$ cat src/shared/ssw_pkg.sv
package ssw_pkg;

  // ----------------------------------------------------------------
  // Clock and time base
  // ----------------------------------------------------------------
  localparam int unsigned CLK_FREQ_HZ   = 25_000_000;
  localparam int unsigned TICK_TIME_US  = 1000;
  localparam int unsigned TICK_CYC_INT  =
    (CLK_FREQ_HZ / 1_000_000) * TICK_TIME_US;
  localparam logic [15:0] TICK_CYCLES   = 16'(TICK_CYC_INT);

  // ----------------------------------------------------------------
  // Durations in ms and their tick counts (rounded up)
  // ----------------------------------------------------------------
  localparam int unsigned POR_TIME0_MS  = 50;
  localparam int unsigned POR_TIME1_MS  = 200;
  localparam int unsigned POR_TIME2_MS  = 400;
  localparam int unsigned POR_TIME3_MS  = 800;
  localparam int unsigned WDT_TIME0_MS  = 25;
  localparam int unsigned WDT_TIME1_MS  = 200;
  localparam int unsigned WDT_TIME2_MS  = 1400;
  localparam int unsigned DEBOUNCE_MS   = 10;

  localparam int unsigned TICK_W        = 11;
  localparam int unsigned DB_W          = 4;

  function automatic logic [TICK_W-1:0] ms_to_ticks(int unsigned ms);
    ms_to_ticks = TICK_W'((ms * 1000 + TICK_TIME_US - 1) / TICK_TIME_US);
  endfunction

  localparam logic [DB_W-1:0] DEBOUNCE_TICKS =
    DB_W'((DEBOUNCE_MS * 1000 + TICK_TIME_US - 1) / TICK_TIME_US);

  // ----------------------------------------------------------------
  // Selector encodings and reset values
  // ----------------------------------------------------------------
  localparam logic [1:0] POR_SEL_50MS   = 2'h0;
  localparam logic [1:0] POR_SEL_200MS  = 2'h1;
  localparam logic [1:0] POR_SEL_400MS  = 2'h2;
  localparam logic [1:0] POR_SEL_800MS  = 2'h3;
  localparam logic [1:0] WDT_SEL_25MS   = 2'h0;
  localparam logic [1:0] WDT_SEL_200MS  = 2'h1;
  localparam logic [1:0] WDT_SEL_1400MS = 2'h2;
  localparam logic [1:0] WDT_SEL_OFF    = 2'h3;
  localparam logic [1:0] POR_SEL_RST    = POR_SEL_50MS;
  localparam logic [1:0] WDT_SEL_RST    = WDT_SEL_25MS;

  function automatic logic [TICK_W-1:0] por_ticks(logic [1:0] sel);
    case (sel)
      POR_SEL_50MS:  por_ticks = ms_to_ticks(POR_TIME0_MS);
      POR_SEL_200MS: por_ticks = ms_to_ticks(POR_TIME1_MS);
      POR_SEL_400MS: por_ticks = ms_to_ticks(POR_TIME2_MS);
      default:       por_ticks = ms_to_ticks(POR_TIME3_MS);
    endcase
  endfunction

  function automatic logic [TICK_W-1:0] wdt_ticks(logic [1:0] sel);
    case (sel)
      WDT_SEL_25MS:   wdt_ticks = ms_to_ticks(WDT_TIME0_MS);
      WDT_SEL_200MS:  wdt_ticks = ms_to_ticks(WDT_TIME1_MS);
      default:        wdt_ticks = ms_to_ticks(WDT_TIME2_MS);
    endcase
  endfunction

  function automatic logic fell(logic prev, logic cur);
    fell = prev & ~cur;
  endfunction

  function automatic logic rose(logic prev, logic cur);
    rose = ~prev & cur;
  endfunction

  // ----------------------------------------------------------------
  // Types
  // ----------------------------------------------------------------
  typedef enum logic [0:0] {
    ST_HOLD = 1'b0,
    ST_RUN  = 1'b1
  } ssw_rst_e;

  typedef enum logic [1:0] {
    WS_IDLE     = 2'b00,
    WS_SDA_FELL = 2'b01,
    WS_SCL_FELL = 2'b10
  } ssw_wseq_e;

  typedef struct packed {
    logic main_low;
    logic aux2_above;
    logic aux3_above;
    logic mr_n;
  } ssw_sense_s;

  localparam ssw_sense_s SENSE_RST = '{
    main_low: 1'b1, aux2_above: 1'b0, aux3_above: 1'b0, mr_n: 1'b1};

endpackage

$ cat src/core/ssw_top.sv
// Operation
// - After power-on the system reset is held for the selected hold time, then released.
// - The hold time is one of 50, 200, 400 or 800 ms and applies after every release.
// - A low main supply asserts reset until it recovers and the hold time has passed.
// - Without a restart inside the selected interval the watchdog alarm goes active.
// - The watchdog interval is 25 ms, 200 ms, 1.4 s, or off.
// - The selected watchdog interval is kept in non-volatile storage across power loss.
// - The manual reset input is debounced before it reaches the reset output.
// - A low manual reset holds reset while low and for the hold time after release.
// - The second fail output follows its comparator, low when below, with no delay.
// - The early supply-low output follows the main comparator with no hold delay.
// - The third fail output follows its comparator, low when below, with no delay.
// - A data fall, a clock fall and then a stop condition restart the watchdog.
// - The watchdog alarm is active low and asserts whenever the timer expired.
// - The reset output has an active-low and an active-high build, same conditions.
`timescale 1ns/100ps
module ssw_top #(
  parameter logic [15:0] TICK_CYCLES      = ssw_pkg::TICK_CYCLES,
  parameter logic        RESET_ACTIVE_LOW = 1'b1
) (
  input  wire logic       CLK,
  input  wire logic       RST,
  input  wire logic       MAIN_SUPPLY_LOW,
  input  wire logic       AUX2_SENSE_IN,
  input  wire logic       AUX3_SENSE_IN,
  input  wire logic       MANUAL_RESET_REQUEST_N,
  input  wire logic       SCL,
  input  wire logic       SDA,
  input  wire logic [1:0] POR_SEL,
  input  wire logic [1:0] NV_WDT_SEL,
  input  wire logic [1:0] WDT_SEL_IN,
  input  wire logic       WDT_SEL_WE,
  output logic            SYS_RESET_OUT,
  output logic            EARLY_SUPPLY_LOW_OUT,
  output logic            AUX2_FAIL_OUT,
  output logic            AUX3_FAIL_OUT,
  output logic            WATCHDOG_ALARM_N,
  output logic            NV_WDT_SEL_WR,
  output logic [1:0]      NV_WDT_SEL_DATA
);

  // ----------------------------------------------------------------
  // Declarations
  // ----------------------------------------------------------------
  ssw_pkg::ssw_sense_s             sense_meta;
  ssw_pkg::ssw_sense_s             sense;
  logic [15:0]                     pre_cnt;
  logic                            tick;
  logic                            mr_clean;
  logic                            init_done;
  logic [1:0]                      por_sel;
  logic [1:0]                      wdt_sel;
  logic [ssw_pkg::TICK_W-1:0]      hold_cnt;
  logic [ssw_pkg::TICK_W-1:0]      hold_limit;
  ssw_pkg::ssw_rst_e               state;
  ssw_pkg::ssw_rst_e               next_state;
  logic                            cause;
  logic                            scl_q;
  logic                            sda_q;
  ssw_pkg::ssw_wseq_e              wseq;
  ssw_pkg::ssw_wseq_e              next_wseq;
  logic                            wd_restart;
  logic                            wd_enabled;
  logic [ssw_pkg::TICK_W-1:0]      wd_cnt;
  logic [ssw_pkg::TICK_W-1:0]      wd_limit;
  logic                            wd_expire;
  logic                            wd_alarm;

  // ----------------------------------------------------------------
  // Time base
  // ----------------------------------------------------------------
  always_ff @(posedge CLK) begin
    if (RST) begin
      pre_cnt <= '0;
      tick    <= 1'b0;
    end else if (pre_cnt == TICK_CYCLES - 16'h0001) begin
      pre_cnt <= '0;
      tick    <= 1'b1;
    end else begin
      pre_cnt <= pre_cnt + 16'h0001;
      tick    <= 1'b0;
    end
  end

  // ----------------------------------------------------------------
  // Input synchronisers
  // ----------------------------------------------------------------
  // Reset values treat the supply as low, so power-up starts in reset
  always_ff @(posedge CLK) begin
    if (RST) begin
      sense_meta <= ssw_pkg::SENSE_RST;
      sense      <= ssw_pkg::SENSE_RST;
    end else begin
      sense_meta <= '{main_low:   MAIN_SUPPLY_LOW,
                      aux2_above: AUX2_SENSE_IN,
                      aux3_above: AUX3_SENSE_IN,
                      mr_n:       MANUAL_RESET_REQUEST_N};
      sense      <= sense_meta;
    end
  end

  ssw_debounce u_mr_debounce (
    .clk       (CLK),
    .rst       (RST),
    .tick      (tick),
    .level_in  (sense.mr_n),
    .level_out (mr_clean)
  );

  // ----------------------------------------------------------------
  // Monitor outputs, one register stage after synchronisation, no hold delay
  // ----------------------------------------------------------------
  always_ff @(posedge CLK) begin
    if (RST) begin
      EARLY_SUPPLY_LOW_OUT <= 1'b0;
      AUX2_FAIL_OUT        <= 1'b0;
      AUX3_FAIL_OUT        <= 1'b0;
    end else begin
      EARLY_SUPPLY_LOW_OUT <= ~sense.main_low;
      AUX2_FAIL_OUT        <= sense.aux2_above;
      AUX3_FAIL_OUT        <= sense.aux3_above;
    end
  end

  // ----------------------------------------------------------------
  // Selections, captured once after reset release
  // ----------------------------------------------------------------
  // Interval lives in the non-volatile cell; a write is sent out to it
  always_ff @(posedge CLK) begin
    if (RST) begin
      init_done       <= 1'b0;
      por_sel         <= ssw_pkg::POR_SEL_RST;
      wdt_sel         <= ssw_pkg::WDT_SEL_RST;
      NV_WDT_SEL_WR   <= 1'b0;
      NV_WDT_SEL_DATA <= ssw_pkg::WDT_SEL_RST;
    end else if (!init_done) begin
      init_done       <= 1'b1;
      por_sel         <= POR_SEL;
      wdt_sel         <= NV_WDT_SEL;
      NV_WDT_SEL_WR   <= 1'b0;
      NV_WDT_SEL_DATA <= NV_WDT_SEL;
    end else if (WDT_SEL_WE) begin
      wdt_sel         <= WDT_SEL_IN;
      NV_WDT_SEL_WR   <= 1'b1;
      NV_WDT_SEL_DATA <= WDT_SEL_IN;
    end else begin
      NV_WDT_SEL_WR   <= 1'b0;
    end
  end

  // ----------------------------------------------------------------
  // System reset sequencer
  // ----------------------------------------------------------------
  assign hold_limit = ssw_pkg::por_ticks(por_sel);
  assign cause      = sense.main_low | ~mr_clean;

  always_comb begin
    next_state = state;
    case (state)
      ssw_pkg::ST_HOLD: begin
        if (!cause && hold_cnt >= hold_limit) begin
          next_state = ssw_pkg::ST_RUN;
        end
      end
      ssw_pkg::ST_RUN: begin
        if (cause) begin
          next_state = ssw_pkg::ST_HOLD;
        end
      end
      default: next_state = ssw_pkg::ST_HOLD;
    endcase
  end

  always_ff @(posedge CLK) begin
    if (RST) begin
      state <= ssw_pkg::ST_HOLD;
    end else begin
      state <= next_state;
    end
  end

  // Any cause restarts the full hold, so bounce cannot shorten it
  always_ff @(posedge CLK) begin
    if (RST) begin
      hold_cnt <= '0;
    end else if (cause || state == ssw_pkg::ST_RUN) begin
      hold_cnt <= '0;
    end else if (tick && hold_cnt < hold_limit) begin
      hold_cnt <= hold_cnt + 1'b1;
    end
  end

  always_ff @(posedge CLK) begin
    if (RST) begin
      SYS_RESET_OUT <= ~RESET_ACTIVE_LOW;
    end else begin
      SYS_RESET_OUT <= (next_state == ssw_pkg::ST_HOLD) ^
                       RESET_ACTIVE_LOW;
    end
  end

  // ----------------------------------------------------------------
  // Watchdog restart sequence on the serial pins
  // ----------------------------------------------------------------
  assign wd_enabled = (wdt_sel != ssw_pkg::WDT_SEL_OFF);

  always_ff @(posedge CLK) begin
    if (RST) begin
      scl_q <= 1'b1;
      sda_q <= 1'b1;
    end else begin
      scl_q <= SCL;
      sda_q <= SDA;
    end
  end

  always_comb begin
    next_wseq  = wseq;
    wd_restart = 1'b0;
    case (wseq)
      ssw_pkg::WS_IDLE: begin
        if (ssw_pkg::fell(sda_q, SDA) && SCL) begin
          next_wseq = ssw_pkg::WS_SDA_FELL;
        end
      end
      ssw_pkg::WS_SDA_FELL: begin
        if (ssw_pkg::fell(scl_q, SCL)) begin
          next_wseq = ssw_pkg::WS_SCL_FELL;
        end
      end
      ssw_pkg::WS_SCL_FELL: begin
        if (ssw_pkg::rose(sda_q, SDA) && SCL) begin
          next_wseq  = ssw_pkg::WS_IDLE;
          wd_restart = 1'b1;
        end else if (ssw_pkg::fell(sda_q, SDA) && SCL) begin
          next_wseq = ssw_pkg::WS_SDA_FELL;
        end
      end
      default: next_wseq = ssw_pkg::WS_IDLE;
    endcase
    if (!wd_enabled) begin
      next_wseq  = ssw_pkg::WS_IDLE;
      wd_restart = 1'b0;
    end
  end

  always_ff @(posedge CLK) begin
    if (RST) begin
      wseq <= ssw_pkg::WS_IDLE;
    end else begin
      wseq <= next_wseq;
    end
  end

  // ----------------------------------------------------------------
  // Watchdog timer and alarm
  // ----------------------------------------------------------------
  assign wd_limit  = ssw_pkg::wdt_ticks(wdt_sel);
  // Expiry is the one tick that reaches the limit, so a later restart clears
  assign wd_expire = wd_enabled && state == ssw_pkg::ST_RUN && tick &&
                     wd_cnt == wd_limit - 1'b1;

  // Timer idles while the host is held in reset
  always_ff @(posedge CLK) begin
    if (RST) begin
      wd_cnt <= '0;
    end else if (!wd_enabled || state != ssw_pkg::ST_RUN || wd_restart) begin
      wd_cnt <= '0;
    end else if (tick && wd_cnt < wd_limit) begin
      wd_cnt <= wd_cnt + 1'b1;
    end
  end

  // Expiry wins over a restart in the same cycle
  always_ff @(posedge CLK) begin
    if (RST) begin
      wd_alarm <= 1'b0;
    end else if (!wd_enabled) begin
      wd_alarm <= 1'b0;
    end else if (wd_expire) begin
      wd_alarm <= 1'b1;
    end else if (wd_restart) begin
      wd_alarm <= 1'b0;
    end
  end

  assign WATCHDOG_ALARM_N = ~wd_alarm;
endmodule

$ cat src/core/ssw_debounce.sv
`timescale 1ns/100ps
module ssw_debounce (
  input  wire logic clk,
  input  wire logic rst,
  input  wire logic tick,
  input  wire logic level_in,
  output logic      level_out
);

  logic [ssw_pkg::DB_W-1:0] cnt;

  // ----------------------------------------------------------------
  // Level must sit unchanged for the whole window
  // ----------------------------------------------------------------
  always_ff @(posedge clk) begin
    if (rst) begin
      cnt       <= '0;
      level_out <= 1'b1;
    end else if (level_in == level_out) begin
      cnt <= '0;
    end else if (tick) begin
      if (cnt == ssw_pkg::DEBOUNCE_TICKS - 1'b1) begin
        cnt       <= '0;
        level_out <= level_in;
      end else begin
        cnt <= cnt + 1'b1;
      end
    end
  end
endmodule

$ cat config.mk
export PLATFORM = sky130hd
export DESIGN_NAME = ssw_top
export DESIGN_NICKNAME = d
export VERILOG_FILES = /design/src/shared/ssw_pkg.sv /design/src/core/ssw_top.sv /design/src/core/ssw_debounce.sv
export SDC_FILE = /design/constraint.sdc
export NUM_CORES = 1
export LEC_CHECK = 0
export BUFFER_PORTS_ARGS = -buffer_cell sky130_fd_sc_hd__buf_2
export CAP_MARGIN = 20
export CORE_MARGIN = 2
export CORE_UTILIZATION = 50
export DETAILED_ROUTE_END_ITERATION = 7
export PLACE_DENSITY = 0.68
export SETUP_SLACK_MARGIN = 0.5
export SYNTH_ARGS = -nofsm -noshare
export SYNTH_HDL_FRONTEND = slang
export SYNTH_SLANG_ARGS = --single-unit
$ cat constraint.sdc
create_clock -name CLK -period 2.76 [get_ports CLK]
set_input_delay 0.276 -clock CLK [delete_from_list [all_inputs] [get_ports CLK]]
set_output_delay 0.276 -clock CLK [all_outputs]
set_load 0.03 [all_outputs]
==> results_tabular.tex <==
\begin{tabular}{lr}
\hline
Metric & Value \\
\hline
\multicolumn{2}{l}{\textbf{Min path}} \\
Hold WC Path Type & primary input to flip-flop \\
Hold path start & MAIN\_SUPPLY\_LOW \\
\multicolumn{2}{l}{\textbf{Pwr}} \\
PD cells & 545 nW/um\^{}2 \\
Total leakage power & 1.39 nW \\
Post-route total power & 1.93 mW \\
Maximum VDD drop & 357 uV \\
\multicolumn{2}{l}{\textbf{GRT}} \\
GR Overflow Total & 0 \\
Number of antenna violations at the first check in global routing & 0 \\
Overall track demand over capacity in global routing & 17.5\% \\
First-pass GRT wire length & 9980 microns \\
Via count of the first global-routing pass & 2324 \\
Maximum number of pins on one net before global-route repair & 20 \\
\multicolumn{2}{l}{\textbf{Die}} \\
Width of the chip & 82.9 microns \\
Die Y-Extent & 82.9 microns \\
Ports & 23 \\
Die ar. & 6870 sq um \\
Starting density of the core & 52.3\% \\
Std-Cell Core Area & 5960 sq um \\
FP Rows & 28 \\
\multicolumn{2}{l}{\textbf{Place}} \\
Placed wire-length estimate & 3990 microns \\
Port Buffers & 22 \\
Final weighted congestion in routability-driven placement & 0.812 \\
Dpl ws & 0.608 ns \\
\multicolumn{2}{l}{\textbf{Logic synthesis}} \\
Flip-flop cell with the highest count after synthesis & dfxtp\_1 \\
Post-Synthesis Cells & 348 \\
XOR/XNOR Fraction of Synth Area & 9.28\% \\
Share of synthesized cell area in and, or, nand and nor gates & 26.8\% \\
Synth Cell Area & 3110 sq um \\
Synth unique cells & 40 \\
Register bit total from synthesis & 67 \\
Ys async rst share & 0\% \\
Synthesis warning total & 0 \\
Part of the Yosys area used for sequential elements & 43.1\% \\
EDFF count, synth & 0 \\
Compound-gate portion of the synthesized area & 7.11\% \\
Largest family of logic cells by synthesized area & simple AND/OR/NAND/NOR gates \\
Adder and majority cell fraction of the synthesized area & 9.24\% \\
Mean instance size in the synthesized netlist & 8.95 sq um \\
Multiplexer share of the synthesized area & 1.61\% \\
Synth Net Count & 386 \\
\multicolumn{2}{l}{\textbf{STA}} \\
Worst slew margin relative to its limit & 64.4\% \\
Final number of hold-violating endpoints & 0 \\
Minimum period implied by the final worst setup slack & 2.10 ns \\
Slew @ Worst Pin & 0.535 ns \\
Setup repair after global routing missed its margin & yes \\
Worst Skew & 0.00701 ns \\
Portion of the clock cycle consumed by the worst path in the final layout & 75.9\% \\
Peak Freq & 477 MHz \\
Pins Over Slew Limit & 0 \\
Final setup margin & 0.664 ns \\
Number of failing setup endpoints in the final timing report & 0 \\
Total negative slack for setup checks & 0 ns \\
\multicolumn{2}{l}{\textbf{Clock network}} \\
Number of buffers created by CTS & 9 \\
Num Clock Sinks & 67 \\
H-tree depth & 3 \\
Hold-fix buffers, CTS & 0 \\
Maximum buffer depth of the clock tree & 2 \\
Skew-Pair Late Insertion Delay & 0.35 ns \\
Clock tree from TritonCTS & done \\
Buffer cell driving the clock tree root & clkbuf\_8 \\
Clock input transition at the sequential cells of the worst setup and hold paths & 0.08 ns \\
\multicolumn{2}{l}{\textbf{Critical path}} \\
CP startpoint & por\_sel[0] \\
Startpoint-to-endpoint class of the critical path & flip-flop to flip-flop \\
Reg-to-reg critical path startpoint & por\_sel[0] \\
Worst setup EP type & flip-flop \\
Type of origin of the critical path & flip-flop \\
Maximum fanout along the worst path & 6 \\
Data arrival time of the critical path & 2.32 ns \\
Required @ worst endpoint & 2.98 ns \\
\multicolumn{2}{l}{\textbf{Flow run}} \\
Max-Cap Viols & 0 \\
\multicolumn{2}{l}{\textbf{Detailed routing}} \\
Mean routed wirelength per cell & 12.5 microns \\
Post-detailed-route DRC marker count & 0 \\
DRT Wirelength & 5710 microns \\
First drt pass iteration count & 4 \\
Count of nets left with antenna violations after detail routing & 0 \\
Average via count per standard cell & 5.21 \\
Via count & 2375 \\
Detailed Route Iter0 Violations & 62 \\
\multicolumn{2}{l}{\textbf{Status}} \\
Result of the run & complete, no violations \\
\multicolumn{2}{l}{\textbf{Final layout}} \\
Layout cells sized above 1 & 15.5\% \\
Fill count & 546 \\
Final net count & 414 \\
Total inserted antenna cells & 0 \\
Synth-to-Final Area Change & 13.5\% \\
\hline
\end{tabular}
-- worst max-delay path, stage by stage (launching register included) --
cell	delay [ns]
dfxtp_2	0.37
inv_1	0.07
ha_1	0.31
ha_1	0.30
nand4_1	0.14
o221ai_2	0.12
a21oi_2	0.20
buf_6	0.15
nand4_1	0.10
xor2_1	0.17
nor2_1	0.05
-- power by group --
group	switching [mW]	internal, mW	total, mW
clock	0.402	0.422	0.824
sequential	0.0133	0.985	0.998
combinational	0.0600	0.0445	0.104
-- cells in the final DEF (no fill, tap or decap), types with 9 or more instances in the layout --
cell and count:
nand4_1 11, and3_1 10, xor2_1 25, clkbuf_8 9
nor2b_1 11, a21oi_1 15, nor2_1 50, nand3_1 21
nand2_1 23, inv_1 14, dfxtp_1 64, buf_2 22
ha_1 23
-- timing repair --
item | in CTS | in global routing
setup endpoints to repair | 0 | 12
gates resized for setup | 0 | 10
buffers inserted | 0 | 1
-- per-layer routing --
metal  vias to the layer above  wire length (microns)  track usage [%]
met1                      1085                   2790             21.6
met4                         0                     47             6.41
met3                         5                    245             6.26
li1                       1250                      -                -
met5                         -                      0                0
met2                        35                   2630             28.2
-- final cells by class --
cell class                      instances  area (sq um)  share of cell area (%)
Timing Repair Buffer                   25           136                    3.86
Tap cell                               75          93.8                    2.66
Multi-Input combinational cell        259          1700                    48.2
Clock inverter                          7          77.6                    2.20
Clock buffer                            9           124                    3.51
Inverter                               14          52.6                    1.49
Sequential cell                        67          1350                    38.1
-- kinds of logic (layout without fill, tap and decap cells) --
group,after synthesis,in the layout
compound gates,35,35
xor+xnor,33,33
fa+ha+maj,23,23
buf+inv,22,55
flops,67,67
mux,5,5
simple gates,163,163
-- metrics by stage --
stage	util, %	cells	hold WS [ns]	area (sq um)
detailed placement	55.2	438	0.401	3290
global placement	55.2	438	0.405	3290
global route	59.3	456	0.0949	3530
CTS	58.6	454	0.0926	3490
floorplan	-	348	0.380	3110
finish	59.3	456	0.105	3530
-- flip-flops by register name, summed over array words and instances, names as in the netlist, 2 cells and up --
name / cells
sense: 4
wseq: 2
u_mr_debounce.cnt: 4
sense_meta: 4
hold_cnt: 11
por_sel: 2
pre_cnt: 16
wd_cnt: 11
wdt_sel: 2
-- Yosys cell counts, types with 2 or more instances --
cell type / number / area (sq um)
nand2_1: 23 / 86.3
xor2_1: 25 / 219
dfxtp_1: 67 / 1340
nand3b_1: 2 / 15.0
or2_2: 6 / 37.5
nor4_1: 2 / 12.5
nand2b_1: 2 / 12.5
a21oi_1: 17 / 85.1
a211oi_1: 3 / 22.5
nor2b_1: 11 / 68.8
and3_1: 10 / 62.6
nor3b_1: 2 / 15.0
or3_1: 5 / 31.3
mux2i_1: 5 / 50.1
ha_1: 23 / 288
or4_1: 2 / 15.0
and2_1: 3 / 18.8
o21ai_0: 8 / 40.0
xnor2_1: 8 / 70.1
buf_2: 2 / 10.0
a31oi_1: 2 / 12.5
clkbuf_1: 5 / 18.8
nor3_1: 4 / 20.0
inv_1: 14 / 52.6
nand4b_1: 2 / 17.5
nand4_1: 11 / 68.8
nand3_1: 21 / 105
nor2_1: 51 / 191
-- worst paths after layout --
check             slack (ns)  cells past startpoint             to
setup / recovery        0.66                     10    hold_cnt[5]
setup reg to reg        0.66                     10    hold_cnt[5]
hold reg to reg         0.41                      1       sense[0]
hold / removal          0.11                      2  sense_meta[3]
(Power assumes the default switching activity.)
